--- src/logic/oas_pkg.sv ---
// Shared constants and types for the octal converter readout block.
package oas_pkg;

    localparam int OAS_CHANNELS    = 8;
    localparam int OAS_RESULT_BITS = 16;
    localparam int OAS_FRAME_BITS  = OAS_CHANNELS * OAS_RESULT_BITS;
    localparam int OAS_LVDS_LANES  = 4;

    // Register byte offsets.
    localparam logic [11:0] OAS_CTRL_OFS   = 12'h000;
    localparam logic [11:0] OAS_STATUS_OFS = 12'h004;
    localparam logic [11:0] OAS_COUNT_OFS  = 12'h008;

    // Control register fields and reset values.
    localparam int   OAS_CTRL_ECHO_EN_BIT = 0;
    localparam int   OAS_CTRL_OUT_EN_BIT  = 1;
    localparam logic OAS_CTRL_ECHO_EN_RST = 1'b1;
    localparam logic OAS_CTRL_OUT_EN_RST  = 1'b1;

    // Status register fields.
    localparam int OAS_STAT_PSTATE_LSB = 0;
    localparam int OAS_STAT_LVDS_BIT   = 3;
    localparam int OAS_STAT_DDR_BIT    = 4;
    localparam int OAS_STAT_ACTIVE_BIT = 5;
    localparam int OAS_STAT_INDEX_LSB  = 8;

    // Power-sequence pulse counts.
    localparam logic [2:0] OAS_NAP_PULSES   = 3'h2;
    localparam logic [2:0] OAS_SLEEP_PULSES = 3'h4;
    localparam logic [2:0] OAS_WAKE_PULSES  = 3'h5;

    typedef enum logic [2:0] {
        OAS_OPER  = 3'h1,
        OAS_NAP   = 3'h2,
        OAS_SLEEP = 3'h4
    } oas_pstate_t;

    // Channel 1 result sits in element 0, the most significant end.
    typedef logic [0:OAS_CHANNELS-1][OAS_RESULT_BITS-1:0] oas_frame_t;

    typedef struct packed {
        logic convert_start_n;
        logic serial_clock;
        logic data_rate_select;
        logic io_standard_select;
    } oas_pins_t;

    typedef struct packed {
        logic [OAS_CHANNELS-1:0]   cmos_lane;
        logic [OAS_LVDS_LANES-1:0] lvds_lane;
        logic                      echo_clock_out;
    } oas_lanes_t;

endpackage : oas_pkg

--- src/logic/oas_sync.sv ---
// Two-flop synchroniser for pin inputs.
`timescale 1ns/10ps
module oas_sync
    import oas_pkg::*;
#(
    parameter int WIDTH = 4
) (
    input  wire logic             clk,
    input  wire logic             rst_n,
    input  wire logic [WIDTH-1:0] d,
    output logic      [WIDTH-1:0] q
);
    typedef struct packed {
        logic [WIDTH-1:0] s1;
        logic [WIDTH-1:0] s2;
    } oas_sync_st_t;

    oas_sync_st_t s_q;
    oas_sync_st_t s_d;

    always_comb begin
        s_d    = s_q;
        s_d.s1 = d;
        s_d.s2 = s_q.s1;
    end

    always_ff @(posedge clk or negedge rst_n) begin
        if (!rst_n) begin
            s_q <= '0;
        end else begin
            s_q <= s_d;
        end
    end

    assign q = s_q.s2;

endmodule : oas_sync

--- src/logic/oas_lane_pick.sv ---
// Selects the current bit of one serial lane from the result frame.
`timescale 1ns/10ps
module oas_lane_pick
    import oas_pkg::*;
#(
    parameter int START_CH = 0
) (
    input  wire oas_frame_t frame,
    input  wire logic [6:0] idx,
    output logic            bit_out
);
    localparam logic [6:0] START_OFS = 7'(START_CH * OAS_RESULT_BITS);

    logic [OAS_FRAME_BITS-1:0] flat;
    logic [6:0]                pos;

    // The position wraps modulo the frame so the lane keeps circling the channels.
    assign flat    = frame;
    assign pos     = idx + START_OFS;
    assign bit_out = flat[7'h7F - pos];

endmodule : oas_lane_pick

--- src/logic/oas_readout.sv ---
// Readout, power sequencing and register slave of the octal converter.
//
// The address map and register access over APB were chosen for this implementation.
`timescale 1ns/10ps
// Contract
// - two quiet start pulses enter nap
// - serial clock rise wakes from nap
// - two more quiet pulses enter sleep
// - CMOS: serial clock rise wakes from sleep
// - fifth start pulse wakes from sleep
// - serial clock between pulses keeps operating
// - endless pulses cycle oper, nap, sleep
// - results shift out MSB first
// - echo clock copies serial clock, aligned
// - SDR advances on each falling edge
// - DDR advances on both edges
// - rate select low SDR, high DDR
// - standard select picks CMOS or LVDS lanes
// - CMOS lane circles channels from its own
// - each lane starts with its own channel's MSB
// - LVDS lanes start at pairs 1,3,5,7
// - LVDS lanes circle from their own pair
// - start rise samples, fall starts readout
module oas_readout
    import oas_pkg::*;
(
    input  wire logic        pclk,
    input  wire logic        presetn,
    input  wire logic [11:0] paddr,
    input  wire logic        psel,
    input  wire logic        penable,
    input  wire logic        pwrite,
    input  wire logic [31:0] pwdata,
    output logic      [31:0] prdata,
    output logic             pready,
    output logic             pslverr,
    input  wire logic        convert_start_n,
    input  wire logic        serial_clock,
    input  wire logic        data_rate_select,
    input  wire logic        io_standard_select,
    input  wire oas_frame_t  sample_data,
    output oas_lanes_t       lanes,
    output oas_pstate_t      power_state
);
    typedef struct packed {
        oas_pstate_t pstate;
        logic [2:0]  pulse_cnt;
        logic        sck_seen;
        logic        cnv_prev;
        logic        sck_prev;
        logic        active;
        logic [6:0]  idx;
        oas_frame_t  sample;
        oas_frame_t  frame;
        oas_lanes_t  lanes;
        logic        echo_en;
        logic        out_en;
        logic [15:0] conv_cnt;
        logic [31:0] prdata;
        logic        pready;
        logic        pslverr;
    } oas_state_t;

    oas_state_t              s_q;
    oas_state_t              s_d;
    oas_pins_t               pins_raw;
    oas_pins_t               pins_s;
    logic [OAS_CHANNELS-1:0] lane_bit;
    logic                    cnv_rise;
    logic                    cnv_fall;
    logic                    sck_rise;
    logic                    sck_fall;
    logic                    sck_any;
    logic                    quiet;
    logic [2:0]              cnt_new;
    logic                    shift;
    logic                    apb_access;
    logic                    apb_hit;

    assign pins_raw.convert_start_n    = convert_start_n;
    assign pins_raw.serial_clock       = serial_clock;
    assign pins_raw.data_rate_select   = data_rate_select;
    assign pins_raw.io_standard_select = io_standard_select;

    oas_sync #(
        .WIDTH ($bits(oas_pins_t))
    ) u_sync (
        .clk   (pclk),
        .rst_n (presetn),
        .d     (pins_raw),
        .q     (pins_s)
    );

    // Lane k begins at channel k+1; LVDS lanes reuse CMOS lanes k = 0, 2, 4 and 6 (channels 1, 3, 5, 7).
    for (genvar k = 0; k < OAS_CHANNELS; k++) begin : g_lane
        oas_lane_pick #(
            .START_CH (k)
        ) u_pick (
            .frame   (s_q.frame),
            .idx     (s_q.idx),
            .bit_out (lane_bit[k])
        );
    end

    assign cnv_rise   = pins_s.convert_start_n & ~s_q.cnv_prev;
    assign cnv_fall   = ~pins_s.convert_start_n & s_q.cnv_prev;
    assign sck_rise   = pins_s.serial_clock & ~s_q.sck_prev;
    assign sck_fall   = ~pins_s.serial_clock & s_q.sck_prev;
    assign sck_any    = sck_rise | sck_fall;
    assign quiet      = ~s_q.sck_seen & ~sck_any;
    assign cnt_new    = quiet ? 3'(s_q.pulse_cnt + 3'h1) : 3'h1;
    assign shift      = pins_s.data_rate_select ? sck_any : sck_fall;
    assign apb_access = psel & penable & ~s_q.pready;
    assign apb_hit    = (paddr == OAS_CTRL_OFS) || (paddr == OAS_STATUS_OFS) || (paddr == OAS_COUNT_OFS);

    always_comb begin
        s_d          = s_q;
        s_d.cnv_prev = pins_s.convert_start_n;
        s_d.sck_prev = pins_s.serial_clock;

        // Serial clock activity marks the gap since the last start pulse; it wins over the clear.
        if (sck_any) begin
            s_d.sck_seen = 1'b1;
        end else if (cnv_rise) begin
            s_d.sck_seen = 1'b0;
        end
        if (cnv_rise) begin
            s_d.pulse_cnt = cnt_new;
        end

        case (s_q.pstate)
            OAS_OPER: begin
                if (cnv_rise && cnt_new == OAS_NAP_PULSES) begin
                    s_d.pstate = OAS_NAP;
                    s_d.active = 1'b0;
                end else if (cnv_rise) begin
                    s_d.sample = sample_data;
                end
            end
            OAS_NAP: begin
                if (sck_rise) begin
                    s_d.pstate    = OAS_OPER;
                    s_d.pulse_cnt = 3'h0;
                end else if (cnv_rise && cnt_new == OAS_SLEEP_PULSES) begin
                    s_d.pstate = OAS_SLEEP;
                end
            end
            OAS_SLEEP: begin
                if (sck_rise && !pins_s.io_standard_select) begin
                    s_d.pstate    = OAS_OPER;
                    s_d.pulse_cnt = 3'h0;
                end else if (cnv_rise && cnt_new == OAS_WAKE_PULSES) begin
                    s_d.pstate    = OAS_OPER;
                    s_d.pulse_cnt = 3'h1;
                end
            end
            default: begin
                s_d.pstate    = OAS_OPER;
                s_d.pulse_cnt = 3'h0;
            end
        endcase

        // Falling start edge loads the frame and presents each lane's first MSB.
        if (s_q.pstate == OAS_OPER && cnv_fall) begin
            s_d.frame    = s_q.sample;
            s_d.idx      = 7'h00;
            s_d.active   = 1'b1;
            s_d.conv_cnt = 16'(s_q.conv_cnt + 16'h0001);
        end else if (s_q.active && s_q.pstate == OAS_OPER && shift) begin
            s_d.idx = 7'(s_q.idx + 7'h01);
        end

        // Lanes follow the index one cycle late; the echo is delayed by the same amount.
        s_d.lanes = '0;
        if (s_q.active && s_q.pstate == OAS_OPER && s_q.out_en) begin
            if (!pins_s.io_standard_select) begin
                s_d.lanes.cmos_lane = lane_bit;
            end else begin
                for (int j = 0; j < OAS_LVDS_LANES; j++) begin
                    s_d.lanes.lvds_lane[j] = lane_bit[2 * j];
                end
            end
        end
        s_d.lanes.echo_clock_out = s_q.echo_en & s_q.sck_prev;

        // Register slave: one wait state, errors on unmapped addresses.
        s_d.pready  = apb_access;
        s_d.pslverr = apb_access & ~apb_hit;
        s_d.prdata  = 32'h0000_0000;
        if (apb_access && pwrite && paddr == OAS_CTRL_OFS) begin
            s_d.echo_en = pwdata[OAS_CTRL_ECHO_EN_BIT];
            s_d.out_en  = pwdata[OAS_CTRL_OUT_EN_BIT];
        end
        if (apb_access && !pwrite) begin
            if (paddr == OAS_CTRL_OFS) begin
                s_d.prdata[OAS_CTRL_ECHO_EN_BIT] = s_q.echo_en;
                s_d.prdata[OAS_CTRL_OUT_EN_BIT]  = s_q.out_en;
            end else if (paddr == OAS_STATUS_OFS) begin
                s_d.prdata[OAS_STAT_PSTATE_LSB +: 3] = s_q.pstate;
                s_d.prdata[OAS_STAT_LVDS_BIT]        = pins_s.io_standard_select;
                s_d.prdata[OAS_STAT_DDR_BIT]         = pins_s.data_rate_select;
                s_d.prdata[OAS_STAT_ACTIVE_BIT]      = s_q.active;
                s_d.prdata[OAS_STAT_INDEX_LSB +: 7]  = s_q.idx;
            end else if (paddr == OAS_COUNT_OFS) begin
                s_d.prdata[15:0] = s_q.conv_cnt;
            end
        end
    end

    always_ff @(posedge pclk or negedge presetn) begin
        if (!presetn) begin
            s_q         <= '0;
            s_q.pstate  <= OAS_OPER;
            s_q.echo_en <= OAS_CTRL_ECHO_EN_RST;
            s_q.out_en  <= OAS_CTRL_OUT_EN_RST;
        end else begin
            s_q <= s_d;
        end
    end

    assign prdata      = s_q.prdata;
    assign pready      = s_q.pready;
    assign pslverr     = s_q.pslverr;
    assign lanes       = s_q.lanes;
    assign power_state = s_q.pstate;

    property p_nap_entry;
        @(posedge pclk) disable iff (!presetn)
        (s_q.pstate == OAS_OPER && cnv_rise && quiet && s_q.pulse_cnt == 3'h1) |=> (s_q.pstate == OAS_NAP);
    endproperty
    a_nap_entry: assert property (p_nap_entry) else $error("nap not entered on second quiet pulse");

    property p_nap_wake;
        @(posedge pclk) disable iff (!presetn)
        (s_q.pstate == OAS_NAP && sck_rise) |=> (s_q.pstate == OAS_OPER && s_q.pulse_cnt == 3'h0);
    endproperty
    a_nap_wake: assert property (p_nap_wake) else $error("nap not left on serial clock rise");

    property p_sleep_entry;
        @(posedge pclk) disable iff (!presetn)
        (s_q.pstate == OAS_NAP && !sck_rise && cnv_rise && quiet && s_q.pulse_cnt == 3'h3)
            |=> (s_q.pstate == OAS_SLEEP);
    endproperty
    a_sleep_entry: assert property (p_sleep_entry) else $error("sleep not entered on fourth pulse");

    property p_sleep_wake_sck;
        @(posedge pclk) disable iff (!presetn)
        (s_q.pstate == OAS_SLEEP && sck_rise && !pins_s.io_standard_select) |=> (s_q.pstate == OAS_OPER);
    endproperty
    a_sleep_wake_sck: assert property (p_sleep_wake_sck) else $error("CMOS sleep not left on clock");

    property p_fifth_pulse;
        @(posedge pclk) disable iff (!presetn)
        (s_q.pstate == OAS_SLEEP && !sck_rise && cnv_rise && quiet && s_q.pulse_cnt == 3'h4)
            |=> (s_q.pstate == OAS_OPER && s_q.pulse_cnt == 3'h1);
    endproperty
    a_fifth_pulse: assert property (p_fifth_pulse) else $error("fifth pulse did not wake");

    property p_stay_oper;
        @(posedge pclk) disable iff (!presetn)
        (s_q.pstate == OAS_OPER && cnv_rise && (s_q.sck_seen || sck_any))
            |=> (s_q.pstate == OAS_OPER && s_q.pulse_cnt == 3'h1);
    endproperty
    a_stay_oper: assert property (p_stay_oper) else $error("active clock failed to hold operation");

    property p_msb_first;
        @(posedge pclk) disable iff (!presetn)
        (s_q.pstate == OAS_OPER && cnv_fall && s_q.out_en && !pins_s.io_standard_select)
            |=> (s_q.idx == 7'h00 && s_q.active)
            ##1 (lanes.cmos_lane[0] == $past(s_q.frame[0][15]) && lanes.cmos_lane[4] == $past(s_q.frame[4][15]));
    endproperty
    a_msb_first: assert property (p_msb_first) else $error("lanes did not start with the MSB");

    property p_sdr_shift;
        @(posedge pclk) disable iff (!presetn)
        (s_q.active && s_q.pstate == OAS_OPER && !pins_s.data_rate_select && !cnv_fall && !cnv_rise)
            |=> (s_q.idx == 7'($past(s_q.idx) + 7'($past(sck_fall))));
    endproperty
    a_sdr_shift: assert property (p_sdr_shift) else $error("SDR index did not follow falling edges");

    property p_ddr_shift;
        @(posedge pclk) disable iff (!presetn)
        (s_q.active && s_q.pstate == OAS_OPER && pins_s.data_rate_select && sck_rise && !cnv_fall && !cnv_rise)
            |=> (s_q.idx == 7'($past(s_q.idx) + 7'h01));
    endproperty
    a_ddr_shift: assert property (p_ddr_shift) else $error("DDR index did not advance on rise");

    property p_echo;
        @(posedge pclk) disable iff (!presetn)
        (s_q.echo_en && $past(s_q.echo_en)) |-> (lanes.echo_clock_out == $past(pins_s.serial_clock, 2));
    endproperty
    a_echo: assert property (p_echo) else $error("echo clock does not track serial clock");

    property p_apb_answer;
        @(posedge pclk) disable iff (!presetn)
        (psel && penable && !pready) |=> (pready ##1 !pready);
    endproperty
    a_apb_answer: assert property (p_apb_answer) else $error("register access not answered in one cycle");

endmodule : oas_readout

--- config.mk ---
export PLATFORM = sky130hd
export DESIGN_NAME = oas_readout
export DESIGN_NICKNAME = d
export VERILOG_FILES = /design/src/logic/oas_pkg.sv /design/src/logic/oas_sync.sv /design/src/logic/oas_lane_pick.sv /design/src/logic/oas_readout.sv
export SDC_FILE = /design/constraint.sdc
export NUM_CORES = 1
export LEC_CHECK = 0
export BUFFER_PORTS_ARGS = -buffer_cell sky130_fd_sc_hd__buf_4
export CORE_MARGIN = 2
export CORE_UTILIZATION = 61
export CTS_BUF_LIST = sky130_fd_sc_hd__clkbuf_16
export DETAILED_ROUTE_END_ITERATION = 10
export PLACE_DENSITY = 0.93
export SYNTH_ARGS = -nofsm -noshare
export SYNTH_HDL_FRONTEND = slang
export SYNTH_SLANG_ARGS = --single-unit
--- constraint.sdc ---
create_clock -name pclk -period 4 [get_ports pclk]
set_clock_uncertainty 0.05 [all_clocks]
set_input_delay 0.8 -clock pclk [delete_from_list [all_inputs] [get_ports pclk]]
set_output_delay 0.8 -clock pclk [all_outputs]
set_load 0.1 [all_outputs]
==> results by group, run 1 <==
Layout
  • Commonest non-fill, non-tap cell in the layout: nand2_1
  • Area of the multi-input gates: about 5500 um^2
  • Storage cell area: between 8000 and 9000 um^2
  • P&R area growth vs syn: 17.1%
  • Most frequent cells in the layout: nand2_1, dfrtp_1, buf_4
  • Layout cell share with drive strength beyond 1: 0.197
  • Final Core Density: 0.722
  • Nets@finish: roughly 1,600
  • Fillers: approximately 1,500

Global route
  • Antenna violations before repair: 0
  • Vias in the first global route: 10,500
  • Grt total ovfl: 0
  • Global Route Usage Sum: 0.274
  • Largest net degree at the start of global routing: 113
  • First-pass GRT wire length: 53.1 mm

Timing
  • Final-report setup violation count: 0
  • Max-slew violation count: 0
  • Period utilization: 0.780
  • Upper clock frequency limit: around 0.32 GHz
  • Hold Fails Final Rpt: 0
  • Slew headroom: 0.315
  • Least-Margin Pin Slew: 1.03 ns
  • Final WS setup: 0.881 ns
  • TNS Setup: 0 ns
  • RSZ-0062 raised after global routing: no
  • Min Tclk post-route: 3.12 ns

Synthesis
  • Mapped Cells: 1,270
  • Ys flop type: dfrtp_1
  • #FFs+latches synth: between 300 and 400
  • Post-Syn Area: about 14,000 um^2
  • Ys Warns: 0
  • Cell variety after synth: 46
  • Post-Syn Area per Cell: 11.3 um^2
  • Sequential-to-total area share from yosys stat: 0.576
  • Post-synth EDFFs: 0
  • Post-synth ARST share: 1.00

Pwr
  • Combinational power share: 0.235
  • Clock Power Share: 0.306
  • Power, Total: 9680 uW
  • Switch share: 0.302
  • Switching power total: slightly below 3000 uW
  • Lkg Pwr: around 0.008 uW
  • Pint: between 6000 and 7000 uW
  • Seq pwr share: 0.459
  • Peak supply drop: around 350 uV
  • P per Cell Area: a little under 600 nW/um^2

Setup path
  • Startpoint types: flop
  • CP Capture Type: flop
  • Critical path peak fanout: 18
  • Reg-to-reg slack, setup: between 0.8 and 0.9 ns
  • Worst reg2reg endpoint: lanes[9]
  • Critical-path cell list: buf_12, mux4_1, mux2_2, a22o_1, mux4_2, mux2i_1, nor2_1
  • Crit Path Class: reg2reg
  • FF-to-FF path depth: 7
  • Buf/Inv on CP: 1
  • WP data arrival: 3.48 ns
  • Largest delay share family, worst path: multiplexers
  • Crit-path max cell delay: 0.80 ns
  • RR Startpoint: s_q[323]
  • CP max stage cell: dfrtp_1
  • Critical path required time: between 4 and 5 ns

Routing
  • Vias per cell: approximately 5.7
  • DRC viols: 0
  • Starting DRT DRC Count: 739
  • Initial DRT Pass Iterations: 5
  • Total Wirelength: between 30 and 40 mm
  • Post-route ant nets: 0
  • DR vias: roughly 10,000
  • Routed length per instance: ~19 um

CTS
  • Post-CTS Hold Fix Bufs: 0
  • Clock Latency Late Sink: 0.55 ns
  • CTS root buf: clkbuf_16
  • Clock Pin Slew Worst Setup and Hold Paths: 0.06 ns
  • Htree depth: 1
  • Post-CTS setup buffers: 0
  • TritonCTS clock tree: done
  • CTS Sinks: 330
  • Cts bufs inserted: 31
  • Cts repair resizes: 0
  • Longest Clk Path Bufs: 3

Die
  • I/O Pins: around 230
  • FP Rows: between 50 and 60
  • Initial Util: 0.616
  • Die H: 157 um
  • Die area: 24,800 um^2
  • Core ar.: 23,300 um^2
  • Chip width: about 160 um

Placement
  • DPL Wire Length: approximately 21 mm
  • Port bufs: 184
  • Worst slack at placement: 0.982 ns
  • Gpl congestion: 0.796

Status
  • Status: complete, no violations

Run
  • Max-Cap Viols: 0

Hold path
  • Hold/Removal Path Class: in2async
[synth_stat cells, types with 2 or more instances]
cell type  count  area share
and2_1         5      0.0022
buf_2          4      0.0014
or2_1         11      0.0048
nor4_1         4      0.0017
nand3_1       12      0.0042
ha_1           8      0.0070
nand4_1        5      0.0022
buf_4         48       0.025
nor2_1        51       0.013
a21oi_1        8      0.0028
o22ai_1        4      0.0017
nor3_1         3      0.0010
a22o_1         8      0.0049
nor3b_1        3      0.0016
clkbuf_1      50       0.013
mux2_2         8      0.0063
mux4_1        10       0.018
nand2b_1       4      0.0017
or3_1          3      0.0013
nor2b_1       10      0.0044
inv_2          2     0.00052
xnor2_1       15      0.0092
dfstp_2        3      0.0055
a22oi_1       27       0.014
and3_1         7      0.0031
buf_1          8      0.0021
inv_1          6      0.0016
xor2_1        10      0.0061
a221oi_1       9      0.0055
mux4_2        18       0.028
o21ai_1        2     0.00070
dfrtp_1      327        0.57
mux2_1       130        0.10
mux2i_1       24       0.017
nand2_1      412        0.11
[worst max path at each step]
stage	start	to	depth (start not counted)
after floorplan	s_q[323]	lanes[1]	8
after global placement	s_q[321]	lanes[4]	7
after detailed placement	s_q[321]	lanes[1]	7
after CTS	s_q[321]	lanes[9]	7
after global routing	s_q[321]	lanes[1]	7
final	s_q[323]	lanes[9]	7
[power groups by stage]
stage | combinational (uW) | sequential (uW) | clock (uW)
floorplan | 1620 | 4300 | 0
global placement | 2100 | 4410 | 0
detailed placement | 2210 | 4470 | 0
CTS | 2270 | 4430 | 3000
global route | 2470 | 4510 | 3150
finish | 2270 | 4450 | 2960
[cell type report]
class	instances	share of cell area
clock buffer	31	0.0462
sequential	330	0.492
antenna	1	0.000149
multi-input combinational	835	0.327
timing repair buffer	200	0.0943
inverter	8	0.00179
clock inverter	25	0.0148
tap	319	0.0238
[cells by family (layout without fill, tap and decap cells)]
group                      after synthesis  count (layout)  synth area share
adders and majority gates                8               8           0.00698
muxes                                  190             190             0.172
xor gates and xnor gates                25              25            0.0153
AOI/OAI and AO/OA                       64              64            0.0333
DFF                                    330             330             0.576
other                                    1              17          0.000262
buffers and inverters                  120             264            0.0460
and+or+nand+nor                        532             532             0.150
[routing by layer]
metal	global-route usage	part of all wire	vias up
met3	0.0394	0.060	100
li1	-	-	4453
met2	0.481	0.52	419
met5	0	0	-
met1	0.346	0.38	5011
met4	0.108	0.037	0
[flip-flops by register name, summed over array words and instances, names as in the netlist]
register     cells
power_state      3
pready           1
lanes           13
u_sync.q         4
u_sync.s_d       4
prdata          16
s_q            288
pslverr          1
[worst reg2reg max path: cells and delay by family, from the launching register on]
family	cells	cell delay, ns
flip-flops	1	0.80
AO/OA/AOI/OAI	1	0.28
AND/OR/NAND/NOR	1	0.11
multiplexers	4	1.48
buffers and inverters	1	0.27
[per-stage QoR]
step | hold WS [ns] | area, um^2 | cells
6_report | 0.283 | 16800 | 1749
4_1_cts | 0.295 | 16800 | 1748
3_5_place_dp | 0.288 | 15800 | 1692
2_1_floorplan | 0.281 | 14400 | 1285
3_3_place_gp | 0.283 | 15800 | 1692
5_1_grt | 0.293 | 16800 | 1748
(Power assumes the default switching activity.)
==> run 2: changes to the inputs <==
ABC_AREA = 1   (was default)
CORE_UTILIZATION = 52   (was 61)
PLACE_DENSITY = 0.85   (was 0.93)
clock period = 2.6 ns   (was 4 ns; I/O delays follow)
==> results by group, run 2 <==
CTS
  • TritonCTS clock tree: done
  • Longest Clk Path Bufs: 3 (unchanged)
  • Cts bufs inserted: 36 (+16%)
  • Clock Pin Slew Worst Setup and Hold Paths: 0.06 ns (about the same)
  • CTS root buf: clkbuf_16
  • CTS Sinks: 330 (unchanged)
  • Htree depth: 2 (+1)
  • Clock Latency Late Sink: 0.52 ns (-0.03 ns)

Setup path
  • Critical-path cell list: inv_1, ha_1, inv_1, nor2_1, nand2_1, and3_1, inv_2, nand2_8, buf_12, buf_4, nor2_1, a21oi_2
  • Critical path peak fanout: 26 (+8)
  • RR Startpoint: s_q[329]
  • Crit Path Class: reg2reg
  • Startpoint types: flop
  • Critical path required time: 2.94 ns (-1.42 ns)
  • WP data arrival: 2.82 ns (-0.66 ns)
  • CP Capture Type: flop
  • CP max stage cell: dfrtp_1
  • Crit path from: s_q[329]
  • Crit-path max cell delay: 0.38 ns (-0.42 ns)

Layout
  • Layout cell share with drive strength beyond 1: 0.233 (+0.0355)
  • Final Core Density: 0.625 (-0.0969)
  • Largest reg by FF count: s_q
  • Commonest non-fill, non-tap cell in the layout: nand2_1
  • P&R area growth vs syn: 17.5%
  • Nets@finish: 1,982 (+24%)
  • Most frequent cells in the layout: nand2_1, dfrtp_1, inv_1
  • Largest register FFs: 288 (unchanged)
  • Cell Count, Final, Fillers Out: 2,206 (+26%)

Synthesis
  • Ys Warns: 0 (unchanged)
  • Mapped Cells: 1,648 (+30%)
  • Dominant cells by area after synthesis: dfrtp_1, nand2_1, mux2_4
  • Post-synth top cells: nand2_1, dfrtp_1, inv_1
  • Top-count cell post-synth: nand2_1
  • Synth area leader: dfrtp_1
  • Cell variety after synth: 43 (-6.5%)
  • Post-Syn Area: 15,400 um^2 (+7.0%)
  • Ys flop type: dfrtp_1
  • Post-synth EDFFs: 0 (unchanged)
  • Sequential-to-total area share from yosys stat: 0.538 (-0.0379)
  • Post-synth ARST share: 1.00 (unchanged)
  • Synth top area share: 0.533 (-0.0376)
  • #FFs+latches synth: 330 (unchanged)
  • Post-Syn Area per Cell: 9.31 um^2 (-18%)

Timing
  • Upper clock frequency limit: 0.404 GHz (+26%)
  • Hold Fails Final Rpt: 0 (unchanged)
  • Min Tclk post-route: 2.48 ns (-0.644 ns)
  • RSZ-0062 raised after global routing: no
  • Least-Margin Pin Slew: 0.804 ns (-0.224 ns)
  • Max-slew violation count: 0 (unchanged)
  • TNS Setup: 0 ns (unchanged)
  • Final WS setup: 0.124 ns (-0.756 ns)
  • Hold slack final: 0.0541 ns (-0.229 ns)
  • Slew headroom: 0.463 (+0.149)
  • Period utilization: 0.952 (+0.172)
  • Final-report setup violation count: 0 (unchanged)

Global route
  • Largest net degree at the start of global routing: 139 (+23%)
  • Vias in the first global route: 11,500 (+9.6%)
  • Global Route Usage Sum: 0.234 (-0.0402)
  • First-pass GRT wire length: 57.9 mm (+9.0%)
  • Antenna violations before repair: 1 (+1)
  • Grt total ovfl: 0 (unchanged)

Routing
  • Post-route ant nets: 0 (unchanged)
  • Vias per cell: 5.11 (-11%)
  • Starting DRT DRC Count: 919 (+24%)
  • Initial DRT Pass Iterations: 8 (+3)
  • Total Wirelength: 35.3 mm (+6.1%)
  • Routed length per instance: 16.0 um (-16%)
  • DRC viols: 0 (unchanged)
  • DR vias: 11,300 (+13%)

Hold path
  • Hold/Removal Path Class: in2reg
  • Hold Startpoint: data_rate_select

Die
  • Chip width: 176 um (+12%)
  • Initial Util: 0.532 (-0.0845)
  • FP Rows: 62 (+11%)
  • I/O Pins: 231 (unchanged)
  • Core ar.: 28,900 um^2 (+24%)
  • Die area: 30,900 um^2 (+25%)
  • Die H: 176 um (+12%)

Pwr
  • Peak supply drop: 552 uV (+56%)
  • P per Cell Area: 1100 nW/um^2 (+90%)
  • Lkg Pwr: 0.00934 uW (+14%)

Placement
  • Worst slack at placement: 0.142 ns (-0.840 ns)
  • Gpl congestion: 0.860 (+8.0%)
  • DPL Wire Length: 23.5 mm (+11%)
  • Placed cells: 2,138 (+26%)
  • Port bufs: 184 (unchanged)

Status
  • Status: complete, no violations

Run
  • Max-Cap Viols: 0 (unchanged)
[run 2: logic make-up (layout without fill, tap and decap cells)]
logic type               count (synthesis)  after routing  share of synthesized area
other                                    1             17                   0.000244
XOR/XNOR                                17             17                    0.00970
buffers and inverters                  334            492                      0.104
multiplexers                            86             86                     0.0817
AO/OA/AOI/OAI                          205            205                     0.0788
AND/OR/NAND/NOR                        667            667                      0.181
flip-flops                             330            330                      0.538
adder cells (fa/ha/maj)                  8              8                    0.00652
[run 2: per-stage QoR]
stage          total power (uW)  area (um^2)
2_1_floorplan             13100        15400
3_3_place_gp              14500        16900
3_5_place_dp              14900        16900
4_1_cts                   19800        18000
5_1_grt                   21100        18000
6_report                  19800        18000
[run 2: report_power, final]
group	total [uW]	internal (uW)	switching, uW
clock network	4840	2790	2050
logic	6750	2830	3920
registers	8160	7180	978
total	19800	12800	6950
[run 2: final cells by class]
type                            count  area (um^2)
Sequential cell                   330         8270
Clock inverter                     29          195
Multi-Input combinational cell    999         5570
Timing Repair Buffer              215         1800
Antenna cell                        1         2.50
Clock buffer                       37          926
Inverter                          211          796
Tap cell                          384          480
Fill cell                        2288        10800
[run 2: metal layers]
metal	vias up	routed length, um	track usage
met5	-	0	0
met4	0	1090	0.0847
met3	82	1760	0.0335
met2	331	17800	0.404
met1	5431	14600	0.302
li1	5425	-	-
[run 2: repair_timing]
| action | 4_1_cts | 5_1_grt |
|---|---|---|
| resized for setup | 0 | 2 |
| hold buffers | 1 | 0 |
| endpoints found under the setup margin | 0 | 7 |
| buffers inserted | 0 | 0 |
| endpoints found under the hold margin | 60 | 0 |
[run 2: path summary, 6_finish.rpt]
check	to	slack, ns	cells past startpoint
min reg2reg	u_sync.q[2]	0.30	0
min in group asynchronous	s_q[164]	0.50	2
max in group asynchronous	s_q[49]	1.19	3
min	u_sync.s_d[1]	0.05	1
max	s_q[194]	0.12	12
max reg2reg	s_q[194]	0.12	12
[run 2: critical path: cells and delay by family, from the launching register on]
kind	cells	cell delay, ns
simple gates	5	0.86
fa+ha+maj	1	0.28
compound gates	1	0.06
buf+inv	5	0.69
flops	1	0.38
==> run 3: changes to the inputs <==
clock period = 2.2 ns   (was 2.6 ns; I/O delays follow)
==> results by group, run 3 (synthesis results as in run 2) <==
Routing
  • Vias per cell: 5.16 (+1.1%)
  • Routed length per instance: 16.2 um (+1.5%)
  • Initial DRT Pass Iterations: 6 (-2)
  • Post-route ant nets: 0 (unchanged)
  • DR vias: 11,500 (+1.7%)
  • DRC viols: 0 (unchanged)
  • Starting DRT DRC Count: 855 (-7.0%)
  • Total Wirelength: 36.1 mm (+2.2%)

Layout
  • Largest reg by FF count: s_q
  • Fillers: 2,193 (-4.2%)
  • P&R area growth vs syn: 19.3%
  • Commonest non-fill, non-tap cell in the layout: nand2_1
  • Post-layout instance area: 18,300 um^2 (+1.5%)
  • Final Core Density: 0.634 (+0.00941)
  • Layout cell share with drive strength beyond 1: 0.239 (+0.00611)
  • Most frequent cells in the layout: nand2_1, dfrtp_1, buf_4
  • Largest register FFs: 288 (unchanged)
  • Nets@finish: 1,999 (+0.86%)

CTS
  • Clock Pin Slew Worst Setup and Hold Paths: 0.06 ns (about the same)
  • Longest Clk Path Bufs: 3 (unchanged)
  • TritonCTS clock tree: done
  • CTS Sinks: 330 (unchanged)
  • Htree depth: 2 (unchanged)
  • CTS root buf: clkbuf_16
  • Clock Latency Late Sink: 0.51 ns (about the same)
  • Cts bufs inserted: 36 (unchanged)

Die
  • Initial Util: 0.532 (unchanged)
  • FP Rows: 62 (unchanged)
  • Chip width: 176 um (unchanged)
  • Die H: 176 um (unchanged)
  • Die area: 30,900 um^2 (unchanged)
  • I/O Pins: 231 (unchanged)
  • Core ar.: 28,900 um^2 (unchanged)

Timing
  • Least-Margin Pin Slew: 0.648 ns (-0.156 ns)
  • Final WS setup: 0.0318 ns (-0.0926 ns)
  • Upper clock frequency limit: 0.461 GHz (+14%)
  • Slew headroom: 0.568 (+0.104)
  • Hold Fails Final Rpt: 0 (unchanged)
  • Period utilization: 0.986 (+0.0334)
  • Max-slew violation count: 0 (unchanged)
  • Min Tclk post-route: 2.17 ns (-0.307 ns)
  • Final-report setup violation count: 0 (unchanged)

Setup path
  • Startpoint types: flop
  • Reg-to-reg slack, setup: 0.03 ns (-0.09 ns)
  • FF-to-FF path depth: 11 (-1)
  • CP max stage cell: dfrtp_1
  • Critical-path cell list: ha_4, inv_2, nor2_4, nand2_1, and3_4, inv_2, nand2_8, buf_12, buf_16, nor2_1, a21oi_2
  • Largest delay share family, worst path: simple AND/OR/NAND/NOR gates
  • Number of cells on the critical path: 11 (-1)
  • Crit-path max cell delay: 0.42 ns (+0.04 ns)
  • Critical path required time: 2.54 ns (-0.40 ns)
  • CP Capture Type: flop
  • Buf/Inv on CP: 4 (-1)
  • Most used cell, CP: inv_2
  • Crit Path Class: reg2reg
  • RR Startpoint: u_sync.q[2]
  • Crit path from: u_sync.q[2]
  • WP data arrival: 2.50 ns (-0.32 ns)
  • Critical path peak fanout: 14 (-46%)

Run
  • Max-Cap Viols: 0 (unchanged)

Pwr
  • Lkg Pwr: 0.00945 uW (+1.2%)
  • Peak supply drop: 839 uV (+52%)
  • Power, Total: 23,600 uW (+19%)
  • P per Cell Area: 1290 nW/um^2 (+18%)

Global route
  • Grt total ovfl: 0 (unchanged)
  • Vias in the first global route: 11,500 (+0.17%)
  • Antenna violations before repair: 3 (+2)
  • Global Route Usage Sum: 0.233 (-0.00108)
  • Largest net degree at the start of global routing: 75 (-46%)
  • First-pass GRT wire length: 57.7 mm (-0.33%)

Hold path
  • Hold Path Stages: 2 (+1)
  • Hold/Removal Path Class: in2reg
  • Hold Startpoint: sample_data[105]

Status
  • Status: complete, no violations

Placement
  • DPL Wire Length: 23.9 mm (+1.4%)
  • Worst slack at placement: 0.000449 ns (-0.141 ns)
  • Cell Area, Placed: 17,000 um^2 (+0.46%)
  • Port bufs: 184 (unchanged)
  • Gpl congestion: 0.902 (+4.9%)
-- run 3: cell count changes in the layout (fill, tap and decap cells not counted), moves of 2 or more --
cell / before / now
clkinv_2: 10 / 3
buf_16: 0 / 3
inv_6: 3 / 1
nor2_1: 129 / 124
dlygate4sd3_1: 1 / 5
clkbuf_16: 37 / 39
nor2_2: 3 / 7
diode_2: 1 / 3
buf_4: 199 / 207
-- run 3: worst paths after layout --
path,endpoint
worst max register to register,s_q[202]
worst min register to register,u_sync.q[1]
max in group asynchronous,power_state[0]
worst max-delay path,s_q[202]
min in group asynchronous,s_q[155]
worst min-delay path,s_q[298]
-- run 3: final cells by class --
| type | count | area, um^2 | area share |
|---|---|---|---|
| Timing Repair Buffer | 232 | 2030 | 0.111 |
| Antenna cell | 3 | 7.51 | 0.000410 |
| Tap cell | 384 | 480 | 0.0262 |
| Inverter | 211 | 801 | 0.0437 |
| Sequential cell | 330 | 8270 | 0.452 |
| Clock inverter | 24 | 183 | 0.00998 |
| Clock buffer | 37 | 926 | 0.0506 |
| Multi-Input combinational cell | 999 | 5610 | 0.307 |
-- run 3: routing by layer --
metal	global-route usage	vias up	part of all wire
met4	0.0840	2	0.033
met3	0.0379	76	0.054
met5	0	-	0.00033
met2	0.398	376	0.49
met1	0.302	5567	0.42
li1	-	5443	-
-- run 3: where the power goes --
group / internal [uW] / switching (uW) / leakage [uW] / total, uW
Combinational: 3490 / 4690 / 0.00488 / 8180
Clock: 3380 / 2350 / 0.000558 / 5730
Sequential: 8490 / 1200 / 0.00402 / 9690
Total: 15400 / 8250 / 0.00945 / 23600
-- run 3: stage by stage --
stage / TNS (ns) / hold slack [ns] / instances
after CTS: 0 / 0.0971 / 2212
final: 0 / 0.109 / 2220
after detailed placement: 0 / 0.284 / 2145
after global routing: -0.218 / 0.102 / 2218
after floorplan: 0 / 0.0944 / 1663
after global placement: 0 / 0.279 / 2145
-- run 3: timing repair --
action / 4_1_cts / 5_1_grt
pin swaps: 0 / 3
resized for setup: 1 / 18
endpoints found under the hold margin: 31 / 0
hold buffers: 5 / 0
gates cloned: 1 / 2
setup buffers: 0 / 3
endpoints found under the setup margin: 2 / 135
